==> config.mk <==
export PLATFORM = sky130hd
export DESIGN_NAME = tmc_timer16
export DESIGN_NICKNAME = d
export VERILOG_FILES = /design/src/hw/tmc_timer16.v
export VERILOG_INCLUDE_DIRS = /design/src /design/src/include
export SDC_FILE = /design/constraint.sdc
export NUM_CORES = 1
export LEC_CHECK = 0
export BUFFER_PORTS_ARGS = -buffer_cell sky130_fd_sc_hd__buf_2
export CORE_UTILIZATION = 50
export DETAILED_ROUTE_END_ITERATION = 12
export GPL_ROUTABILITY_DRIVEN = 0
export PLACE_DENSITY = 0.68
export SYNTH_ARGS = -nofsm -noshare
export SYNTH_HDL_FRONTEND = slang
export SYNTH_SLANG_ARGS = --single-unit
==> constraint.sdc <==
create_clock -name clk -period 4.3 [get_ports clk]
set_input_delay 0.43 -clock clk [delete_from_list [all_inputs] [get_ports clk]]
set_output_delay 0.43 -clock clk [all_outputs]
set_load 0.02 [all_outputs]
==> src/include/tmc_consts.vh <==
/*
  constants for the 16-bit timer/counter block: register offsets, control
  field positions, the control reset value and the compare special-event code.
  assumes inclusion by bare name from the design file.
*/
`ifndef TMC_CONSTS_VH
`define TMC_CONSTS_VH
`define TMC_ADDR_W        8
`define TMC_OFF_CNT_LO    8'h0e
`define TMC_OFF_CNT_HI    8'h0f
`define TMC_OFF_CTRL      8'h10
`define TMC_OFF_FLAGS     8'h0c
`define TMC_OFF_ENABLES   8'h8c
`define TMC_OFF_CMP_CFG   8'h20
`define TMC_OFF_CMP_A_LO  8'h21
`define TMC_OFF_CMP_A_HI  8'h22
`define TMC_OFF_CMP_B_LO  8'h23
`define TMC_OFF_CMP_B_HI  8'h24
`define TMC_CTRL_RUN      0
`define TMC_CTRL_CS       1
`define TMC_CTRL_SYNC_N   2
`define TMC_CTRL_OSC_EN   3
`define TMC_CTRL_PS_LO    4
`define TMC_CTRL_PS_HI    5
`define TMC_CTRL_RESET    8'h00
`define TMC_FLAG_OVF      0
`define TMC_CMP_SPECIAL   4'hb
`endif

==> src/hw/tmc_timer16.v <==
/*
  16-bit timer/counter with prescaler, external clock input, crystal
  oscillator enable, compare special-event clear and overflow interrupt.
  assumes: one 25 MHz clock, synchronous active-low reset that stands for
  power-on/brown-out reset, single-cycle register strobes from the core.
*/
// Chosen here: the plain strobed port.
// Summary of operation
// RL1: byte reads of the count always return a stable, valid value.
// RL2: write colliding with an increment may give an unpredictable count.
// RL3: software should stop the counter before writing its bytes.
// RL4: software reads high, low, high again; rereads if highs differ.
// RL5: control bit 3 enables the crystal oscillator; runs during sleep.
// RL6: software waits its own delay for oscillator start-up.
// RL7: a compare match in special-event mode clears the count to zero.
// RL8: a special-event clear never sets the overflow flag.
// RL9: software uses timer or synchronized mode for the event clear.
// RL10: a count write in the same cycle as a clear wins.
// RL11: compare value acts as period; count wraps to zero on it.
// RL12: no reset clears the count bytes; only special events do.
// RL13: power-on reset loads control with zero: stopped, 1:1 prescale.
// RL14: writing either count byte clears the prescaler.
// RL15: low byte at 0eh, high byte at 0fh, forming the count.
// RL16: timer mode counts per cycle; else external rising edges after prescale.
// RL17: bit 1 picks timer or counter mode; bit 0 starts or stops.
// RL18: asynchronous counting keeps running in sleep; overflow can wake.
// RL19: overflow flag sets on all-ones to zero roll; sticky until cleared.
`timescale 1ns/1ps
`include "tmc_consts.vh"
`default_nettype none
module tmc_timer16 (
  input  wire       clk,
  input  wire       rst_n,
  input  wire       clk_en,
  input  wire [7:0] bus_addr,
  input  wire [7:0] bus_wdata,
  input  wire       bus_wr,
  input  wire       bus_rd,
  output reg  [7:0] bus_rdata,
  input  wire       ext_clock_pin,
  input  wire       sleep_mode,
  output reg        crystal_osc_enable,
  output reg        irq
);
  ////////////////////////////////////////////////////////////////////////
  reg [7:0]  ctrl_q;
  reg [15:0] count_q;
  reg [2:0]  presc_q;
  reg [7:0]  flags_q;
  reg [7:0]  enables_q;
  reg [7:0]  cmp_cfg_q;
  reg [15:0] cmp_a_q;
  reg [15:0] cmp_b_q;
  reg        ext_s1_q;
  reg        ext_s2_q;
  reg        ext_prev_q;
  reg [15:0] count_d;
  reg [2:0]  presc_d;
  reg        tick;
  reg        ovf_ev;
  reg        clr_ev;
  reg [7:0]  ctrl_d;
  reg [7:0]  flags_d;
  reg [7:0]  enables_d;
  reg [7:0]  cmp_cfg_d;
  reg [15:0] cmp_a_d;
  reg [15:0] cmp_b_d;
  reg        osc_d;
  reg        irq_d;
  wire       run      = ctrl_q[`TMC_CTRL_RUN];
  wire       ext_mode = ctrl_q[`TMC_CTRL_CS];
  wire       sync_n   = ctrl_q[`TMC_CTRL_SYNC_N];
  wire [1:0] ps_sel   = ctrl_q[`TMC_CTRL_PS_HI:`TMC_CTRL_PS_LO];
  wire       ext_rise = ext_s2_q & ~ext_prev_q;
  wire       wr_lo    = bus_wr & (bus_addr == `TMC_OFF_CNT_LO);
  wire       wr_hi    = bus_wr & (bus_addr == `TMC_OFF_CNT_HI);
  wire       cnt_wr   = wr_lo | wr_hi;
  wire       wr_ctrl  = bus_wr & (bus_addr == `TMC_OFF_CTRL);
  wire       wr_flags = bus_wr & (bus_addr == `TMC_OFF_FLAGS);
  wire       wr_enab  = bus_wr & (bus_addr == `TMC_OFF_ENABLES);
  wire       wr_cfg   = bus_wr & (bus_addr == `TMC_OFF_CMP_CFG);
  wire       wr_a_lo  = bus_wr & (bus_addr == `TMC_OFF_CMP_A_LO);
  wire       wr_a_hi  = bus_wr & (bus_addr == `TMC_OFF_CMP_A_HI);
  wire       wr_b_lo  = bus_wr & (bus_addr == `TMC_OFF_CMP_B_LO);
  wire       wr_b_hi  = bus_wr & (bus_addr == `TMC_OFF_CMP_B_HI);
  wire       match_a  = (cmp_cfg_q[3:0] == `TMC_CMP_SPECIAL) & (count_q == cmp_a_q);
  wire       match_b  = (cmp_cfg_q[7:4] == `TMC_CMP_SPECIAL) & (count_q == cmp_b_q);
  wire [2:0] ps_mask  = (ps_sel == 2'd0) ? 3'h0 :
                        (ps_sel == 2'd1) ? 3'h1 :
                        (ps_sel == 2'd2) ? 3'h3 : 3'h7;

  ////////////////////////////////////////////////////////////////////////
  // external clock pin synchroniser
  always @(posedge clk) begin
    if (clk_en) begin
      ext_s1_q   <= ext_clock_pin;
      ext_s2_q   <= ext_s1_q;
      ext_prev_q <= ext_s2_q;
    end
  end

  ////////////////////////////////////////////////////////////////////////
  // prescale, increment, clear and write
  always @* begin
    count_d = count_q;
    presc_d = presc_q;
    tick    = 1'b0;
    ovf_ev  = 1'b0;
    clr_ev  = 1'b0;
    // RL16 RL17 RL18: source, mode and run
    if (run && (!sleep_mode || (ext_mode && sync_n))) begin
      if (!ext_mode) begin
        presc_d = presc_q + 3'h1;
        tick    = ((presc_q & ps_mask) == ps_mask);
      end else if (ext_rise) begin
        presc_d = presc_q + 3'h1;
        tick    = ((presc_q & ps_mask) == ps_mask);
      end
    end
    // RL19: overflow on roll from all ones
    if (tick) begin
      count_d = count_q + 16'h0001;
      ovf_ev  = (count_q == 16'hffff);
    end
    // RL7 RL11: special event clear as period
    if (match_a || match_b) begin
      clr_ev  = 1'b1;
      count_d = 16'h0000;
      ovf_ev  = 1'b0; // RL8: clear sets no flag
    end
    // RL10 RL15: write beats the clear
    if (wr_lo) begin
      count_d = {count_q[15:8], bus_wdata};
    end
    if (wr_hi) begin
      count_d = {bus_wdata, count_q[7:0]};
    end
    // RL14: count write clears prescaler
    if (cnt_wr) begin
      presc_d = 3'h0;
    end
  end

  // RL12 RL2: count is never reset, a count write overrides a same-cycle increment
  always @(posedge clk) begin
    if (clk_en) begin
      count_q <= count_d;
    end
  end

  ////////////////////////////////////////////////////////////////////////
  // control register, top two bits read as zero
  always @* begin
    ctrl_d = ctrl_q;
    if (wr_ctrl) begin
      ctrl_d = {2'b00, bus_wdata[5:0]};
    end
  end

  // RL13: control cleared at power-on
  always @(posedge clk) begin
    if (!rst_n) begin
      ctrl_q <= `TMC_CTRL_RESET;
    end else if (clk_en) begin
      ctrl_q <= ctrl_d;
    end
  end

  ////////////////////////////////////////////////////////////////////////
  // RL19: sticky flag, set wins over write-one-clear
  always @* begin
    flags_d = flags_q;
    if (wr_flags) begin
      flags_d = flags_q & ~bus_wdata;
    end
    flags_d = flags_d | {7'h00, ovf_ev};
  end

  always @(posedge clk) begin
    if (!rst_n) begin
      flags_q <= 8'h00;
    end else if (clk_en) begin
      flags_q <= flags_d;
    end
  end

  ////////////////////////////////////////////////////////////////////////
  // interrupt mask register
  always @* begin
    enables_d = enables_q;
    if (wr_enab) begin
      enables_d = bus_wdata;
    end
  end

  always @(posedge clk) begin
    if (!rst_n) begin
      enables_q <= 8'h00;
    end else if (clk_en) begin
      enables_q <= enables_d;
    end
  end

  ////////////////////////////////////////////////////////////////////////
  // compare mode nibbles, unit a low, unit b high
  always @* begin
    cmp_cfg_d = cmp_cfg_q;
    if (wr_cfg) begin
      cmp_cfg_d = bus_wdata;
    end
  end

  always @(posedge clk) begin
    if (!rst_n) begin
      cmp_cfg_q <= 8'h00;
    end else if (clk_en) begin
      cmp_cfg_q <= cmp_cfg_d;
    end
  end

  ////////////////////////////////////////////////////////////////////////
  // compare value of unit a
  always @* begin
    cmp_a_d = cmp_a_q;
    if (wr_a_lo) begin
      cmp_a_d[7:0] = bus_wdata;
    end
    if (wr_a_hi) begin
      cmp_a_d[15:8] = bus_wdata;
    end
  end

  always @(posedge clk) begin
    if (!rst_n) begin
      cmp_a_q <= 16'h0000;
    end else if (clk_en) begin
      cmp_a_q <= cmp_a_d;
    end
  end

  ////////////////////////////////////////////////////////////////////////
  // compare value of unit b
  always @* begin
    cmp_b_d = cmp_b_q;
    if (wr_b_lo) begin
      cmp_b_d[7:0] = bus_wdata;
    end
    if (wr_b_hi) begin
      cmp_b_d[15:8] = bus_wdata;
    end
  end

  always @(posedge clk) begin
    if (!rst_n) begin
      cmp_b_q <= 16'h0000;
    end else if (clk_en) begin
      cmp_b_q <= cmp_b_d;
    end
  end

  ////////////////////////////////////////////////////////////////////////
  // RL14: prescaler state
  always @(posedge clk) begin
    if (!rst_n) begin
      presc_q <= 3'h0;
    end else if (clk_en) begin
      presc_q <= presc_d;
    end
  end

  ////////////////////////////////////////////////////////////////////////
  // RL5: oscillator enable follows control bit 3
  // RL18: unmasked overflow raises the wake interrupt
  always @* begin
    osc_d = ctrl_q[`TMC_CTRL_OSC_EN];
    irq_d = |(flags_q & enables_q);
  end

  always @(posedge clk) begin
    if (!rst_n) begin
      crystal_osc_enable <= 1'b0;
      irq                <= 1'b0;
    end else if (clk_en) begin
      crystal_osc_enable <= osc_d;
      irq                <= irq_d;
    end
  end

  ////////////////////////////////////////////////////////////////////////
  // RL1: read data from the clocked count
  always @(posedge clk) begin
    if (!rst_n) begin
      bus_rdata <= 8'h00;
    end else if (clk_en) begin
      bus_rdata <= 8'h00;
      if (bus_rd) begin
        case (bus_addr)
          `TMC_OFF_CNT_LO:   bus_rdata <= count_q[7:0];
          `TMC_OFF_CNT_HI:   bus_rdata <= count_q[15:8];
          `TMC_OFF_CTRL:     bus_rdata <= ctrl_q;
          `TMC_OFF_FLAGS:    bus_rdata <= flags_q;
          `TMC_OFF_ENABLES:  bus_rdata <= enables_q;
          `TMC_OFF_CMP_CFG:  bus_rdata <= cmp_cfg_q;
          `TMC_OFF_CMP_A_LO: bus_rdata <= cmp_a_q[7:0];
          `TMC_OFF_CMP_A_HI: bus_rdata <= cmp_a_q[15:8];
          `TMC_OFF_CMP_B_LO: bus_rdata <= cmp_b_q[7:0];
          `TMC_OFF_CMP_B_HI: bus_rdata <= cmp_b_q[15:8];
          default:           bus_rdata <= 8'h00;
        endcase
      end
    end
  end
endmodule
`default_nettype wire

# [After elaboration in Yosys (flattened, before gate mapping)]
# Cells that the tools add are included.
[totals] regBits=94 latch_bits=0 mem_bits_rw=0 romBits=0 in_bits=23 output_inout_bits=10 wordCells=99 memories=0
[op_classes] add_sub_neg=2 mul=0 div=0 n_lt_le_gt_ge=0 eq_ne=20 n_shift=0 n_mux=19 bitwise_logic=21 reduce_logical=20
[op_table] op="$pmux 8 s10" count=1
[op_table] op="$mux 16" count=4
[op_table] op="$eq 8x6->1 const B" count=5
[op_table] op="$eq 16x16->1" count=2
[op_table] op="$eq 8x4->1 const B" count=3
[op_table] op="$mux 3" count=7
[op_table] op="$add 16x1->16 const B" count=1
[op_table] op="$and 8x8->8" count=2
[op_table] op="$eq 16x16->1 const B" count=1
[op_table] op="$mux 8" count=2
[op_table] op="$reduce_and 2->1" count=7
[op_table] op="$and 1x1->1" count=13
[op_table] op="$reduce_and 3->1" count=3
[op_table] op="$eq 4x4->1 const B" count=2
[op_table] op="$eq 8x5->1 const B" count=1
[op_table] op="$eq 8x8->1 const B" count=1
[op_table] op="$not 8->8" count=1
[op_table] op="$or 8x1->8" count=1
[op_table] op="$reduce_or 8->1" count=1
[op_table] op="$reduce_bool 3->1" count=2
[op_table] op="$mux 1" count=5
[op_table] op="$add 3x1->3 const B" count=1
[op_table] op="$and 3x3->3" count=1
[op_table] op="$eq 3x3->1" count=1
[op_table] op="other kinds (11)" count=14

# [Logic depth before layout (Yosys ltp)]
[logic_depth] depth_word=13 ltp_mapped=8

# [Least setup slack after synthesis]
# OpenSTA, ideal clock, no wires.
[synth_path] kind="register -> register" from="register count_q[11]" to="register count_q[10] (enable)" setup_time_ns=0.333 t_arrival_ns=1.754 required_ns=3.967 slack_ns=2.213 stages_incl_launch_ff=7 path_buffers=1 synth_period_minus_slack_ns=2.087 path_cell_list="edfxtp_1 -> clkbuf_1 -> xor2_1 -> nor4_1 -> nand3_1 -> o22ai_2 -> o311a_1"
[synth_via] elab_chain_cells=5
[synth_lines] element="start: declaration" line="tmc_timer16.v:47" source="reg [15:0] count_q;"
[synth_lines] element="start signal: assignment" line="tmc_timer16.v:147" source="count_q <= count_d;"
[synth_lines] element="$eq 16x16->1 (on tied branches)" line="tmc_timer16.v:86, tmc_timer16.v:87"
[synth_lines] element="$and 1x1->1 (on tied branches)" line="tmc_timer16.v:86, tmc_timer16.v:87"
[synth_lines] element="$logic_or 1x1->1 *" line="tmc_timer16.v:126" source="if (match_a || match_b) begin"
[synth_lines] element="$reduce_bool 3->1 (no source line) *"
[synth_lines] element="$reduce_and 3->1 (no source line) *"
# Every way passes the cells marked *; elsewhere a longest branch is shown, timed or not.
# A chain may end at the register's enable or synchronous reset.

# [Worst setup path in the final report]
[layout_path] from="register count_q[1]" to="register count_q[9] (enable)"
# Same word-level chain as after synthesis.

==> impl_summary.txt <==
----------------------------------------------------
[Run status]
  Outcome ... completed

[Global route]
  Pin count of the biggest net entering global routing ... 67
  Antenna violations before repair ... 0
  Via count of the first global-routing pass ... 4310
  Total GRT Usage ... 30.0%
  Overall overflow remaining after global route ... 0
  Wire length of the first global-routing pass ... 24.6 mm

[Setup path]
  Highest net fanout along the worst path ... 19
  End point of the critical path ... count_q[9]
  Critical path endpoint category ... flop
  Register-to-register setup slack ... 1.58 ns
  Endpoint of the worst register-to-register path ... count_q[9]
  Worst setup SP type ... flop
  Type of the worst setup path ... reg -> reg
  Depth of the worst register-to-register path ... 5
  Critical path origin ... count_q[1]
  Critical path data arrival time ... 2.76 ns
  Worst Path Required ... 4.34 ns
  Startpoint of the lowest-slack register-to-register path ... count_q[1]

[Hold path]
  Worst Hold Class ... in -> reg

[Yosys]
  Mean post-synth cell area ... 8.65 µm²
  Async SR Flop Fraction ... 0%
  Main flop type after synthesis ... dfxtp_1
  Cells after synthesis ... 602
  Post-synth EDFFs ... 19
  Cell area after technology mapping ... 5210 µm²
  Count of distinct cell types in the synthesized netlist ... 66
  Share of the yosys chip area belonging to registers ... 39.8%
  FF+latch count, synth ... 94
  Number of nets produced by synthesis ... 627
  Synth Warn # ... 0

[Final layout]
  Ratio of cells with drive above 1 in the final layout ... 11.7%
  Diode count ... 0
  Flip-flop and latch area ... 2070 µm²
  Growth of design area from synthesis to finish ... 5.74%
  Number of fill cells in the layout ... 917
  Nets ... 617
  Multi-input combinational cell area ... 2880 µm²
  Commonest cells after routing, fill and taps aside ... nand2_1 (83), dfxtp_1 (75), nor2_1 (45)
  Commonest non-fill, non-tap cell in the layout ... nand2_1

[STA]
  Fin crit period ... 2.72 ns
  Final-report setup violation count ... 0
  Max Slew Vio Count ... 0
  Min setup slack post-route ... 1.58 ns
  Crit share post-route ... 63.3%
  Sum Neg Setup Slack ... 0 ns
  Transition time of the tightest slew-check pin ... 1.12 ns
  Final clock skew ... 0.0122 ns
  Achievable clock frequency ... 0.368 GHz
  Hold Fails Final Rpt ... 0
  Unrepaired setup endpoints after global routing ... no
  Worst slew margin relative to its limit ... 25.6%

[Detailed routing]
  Post-route antenna net violation count ... 0
  Total detailed-routing wirelength ... 15.6 mm
  Detailed-route wire length per cell ... 21.4 µm
  Routed vias/inst ... 6.34
  1st-pass router iterations ... 6
  Number of design rule violations left after detail routing ... 0
  Number of DRC violations after detailed-routing iteration 0 ... 572
  Via count ... 4626

[CTS]
  Total number of H-tree levels ... 3
  Maximum buffer depth of the clock tree ... 2
  Number of buffers inserted by hold repair at cts ... 0
  CTS tree ... yes
  Skew-Pair Late Insertion Delay ... 0.38 ns
  Clock slew at the register clock pins of the worst setup and hold paths ... 0.09 ns
  Post-CTS sizing ... 0
  Clock root cell ... clkbuf_8
  Post-CTS setup repair buffer count ... 0
  Clock sink total ... 94
  Cts bufs inserted ... 9

[Floorplan]
  FP Rows ... 36
  Core region area ... 9950 µm²
  Starting utilization of the core area ... 52.3%
  Vertical die dimension ... 104 µm
  Die extent in x ... 104 µm
  Die outline area ... 10800 µm²
  Number of I/O pins ... 33

[Placed design]
  Post-placement setup slack ... 1.51 ns
  Count of input and output buffers ... 32
  Placed wire-length estimate ... 11.2 mm

[Power]
  Peak supply drop ... 306 µV
  Pwr per Cell Area ... 284 nW/µm²
  Leak ... 2.04 nW

[Flow run]
  Max Cap Violations ... 0

----------------------------------------------------
## where the power goes
| part | switching, mW | internal [mW] | total, mW | leakage (nW) |
|---|---|---|---|---|
| Sequential | 0.00148 | 0.898 | 0.899 | 0.777 |
| Combinational | 0.0746 | 0.0226 | 0.0972 | 1.17 |
| Clock | 0.308 | 0.260 | 0.568 | 0.0929 |
## worst min path at each step
stage / from / to / cells after the start / slack [ns]
after floorplan: ext_s1_q / ext_s2_q / 0 / 0.40
after global placement: ext_s1_q / ext_s2_q / 0 / 0.42
after detailed placement: ext_s1_q / ext_s2_q / 0 / 0.42
after CTS: ext_clock_pin / ext_s1_q / 1 / 0.20
after global routing: ext_clock_pin / ext_s1_q / 1 / 0.21
final: ext_clock_pin / ext_s1_q / 1 / 0.23
## registers in the layout, indices dropped and copies added, names as in the netlist, 6 cells and up
signal and flops:
bus_rdata 8, cmp_a_q 16, cmp_b_q 16, enables_q 8, ctrl_q 6, flags_q 8, count_q 16, cmp_cfg_q 8
## worst max-delay path: stages, from the launching register on
cell,delay (ns)
edfxtp_1,0.54
xor2_1,0.20
nor4_1,0.29
nand3_1,0.14
o22ai_2,0.68
o311a_1,0.53
## cell families after synthesis
| family | Yosys count | synth area share [%] |
|---|---|---|
| flip-flops | 94 | 39.8 |
| adder cells (fa/ha/maj) | 2 | 0.480 |
| XOR/XNOR | 46 | 7.73 |
| AND/OR/NAND/NOR | 234 | 23.2 |
| multiplexers | 42 | 8.17 |
| buffers and inverters | 64 | 5.02 |
| AO/OA/AOI/OAI | 120 | 15.7 |
## synthesized netlist by cell type (3+ instances only)
master	n	area, µm²
nand3_1	36	180
nor3_1	4	20.0
a32o_1	3	30.0
nor2b_1	5	31.3
nand3b_1	3	22.5
nand4b_1	3	26.3
a211oi_1	3	22.5
nand2_1	83	312
o31ai_1	19	143
nor4_1	8	50.1
o22ai_1	5	31.3
a22oi_1	17	128
nand2b_1	6	37.5
dfxtp_1	75	1500
o21ai_0	9	45.0
buf_2	13	65.1
nor2_1	45	169
xnor2_1	10	87.6
inv_1	10	37.5
and3_1	8	50.1
a21oi_1	40	200
nand4_1	8	50.1
xor2_1	36	315
edfxtp_1	19	571
mux2_2	4	45.0
a221oi_1	5	43.8
mux2i_1	38	380
clkbuf_1	38	143
and2_1	4	25.0
## metal layers
layer | global-route usage [%] | share of wire (%) | vias up
met3 | 6.33 | 10 | 52
li1 | - | - | 2131
met5 | 0 | 0 | -
met4 | 13.4 | 3.5 | 0
met2 | 46.2 | 46 | 262
met1 | 40.3 | 40 | 2181
## final cells by class
| cell class | count | share of cell area (%) |
|---|---|---|
| Sequential cell | 94 | 37.6 |
| Multi-Input combinational cell | 444 | 52.2 |
| Clock buffer | 14 | 3.13 |
| Clock inverter | 2 | 0.295 |
| Inverter | 10 | 0.681 |
| Tap cell | 133 | 3.02 |
| Timing Repair Buffer | 33 | 3.04 |
## metrics by stage
stage	utilization (%)	total power [mW]	cell area [µm²]	std cells	hold slack, ns
after CTS	55.3	1.58	5510	730	0.203
after floorplan	-	0.979	5210	602	0.400
after global routing	55.3	1.62	5510	730	0.208
after detailed placement	53.4	1.01	5320	714	0.419
final	55.3	1.56	5510	730	0.228
after global placement	53.4	1.01	5320	714	0.416
Note: power is estimated with default switching activity, not from simulation.
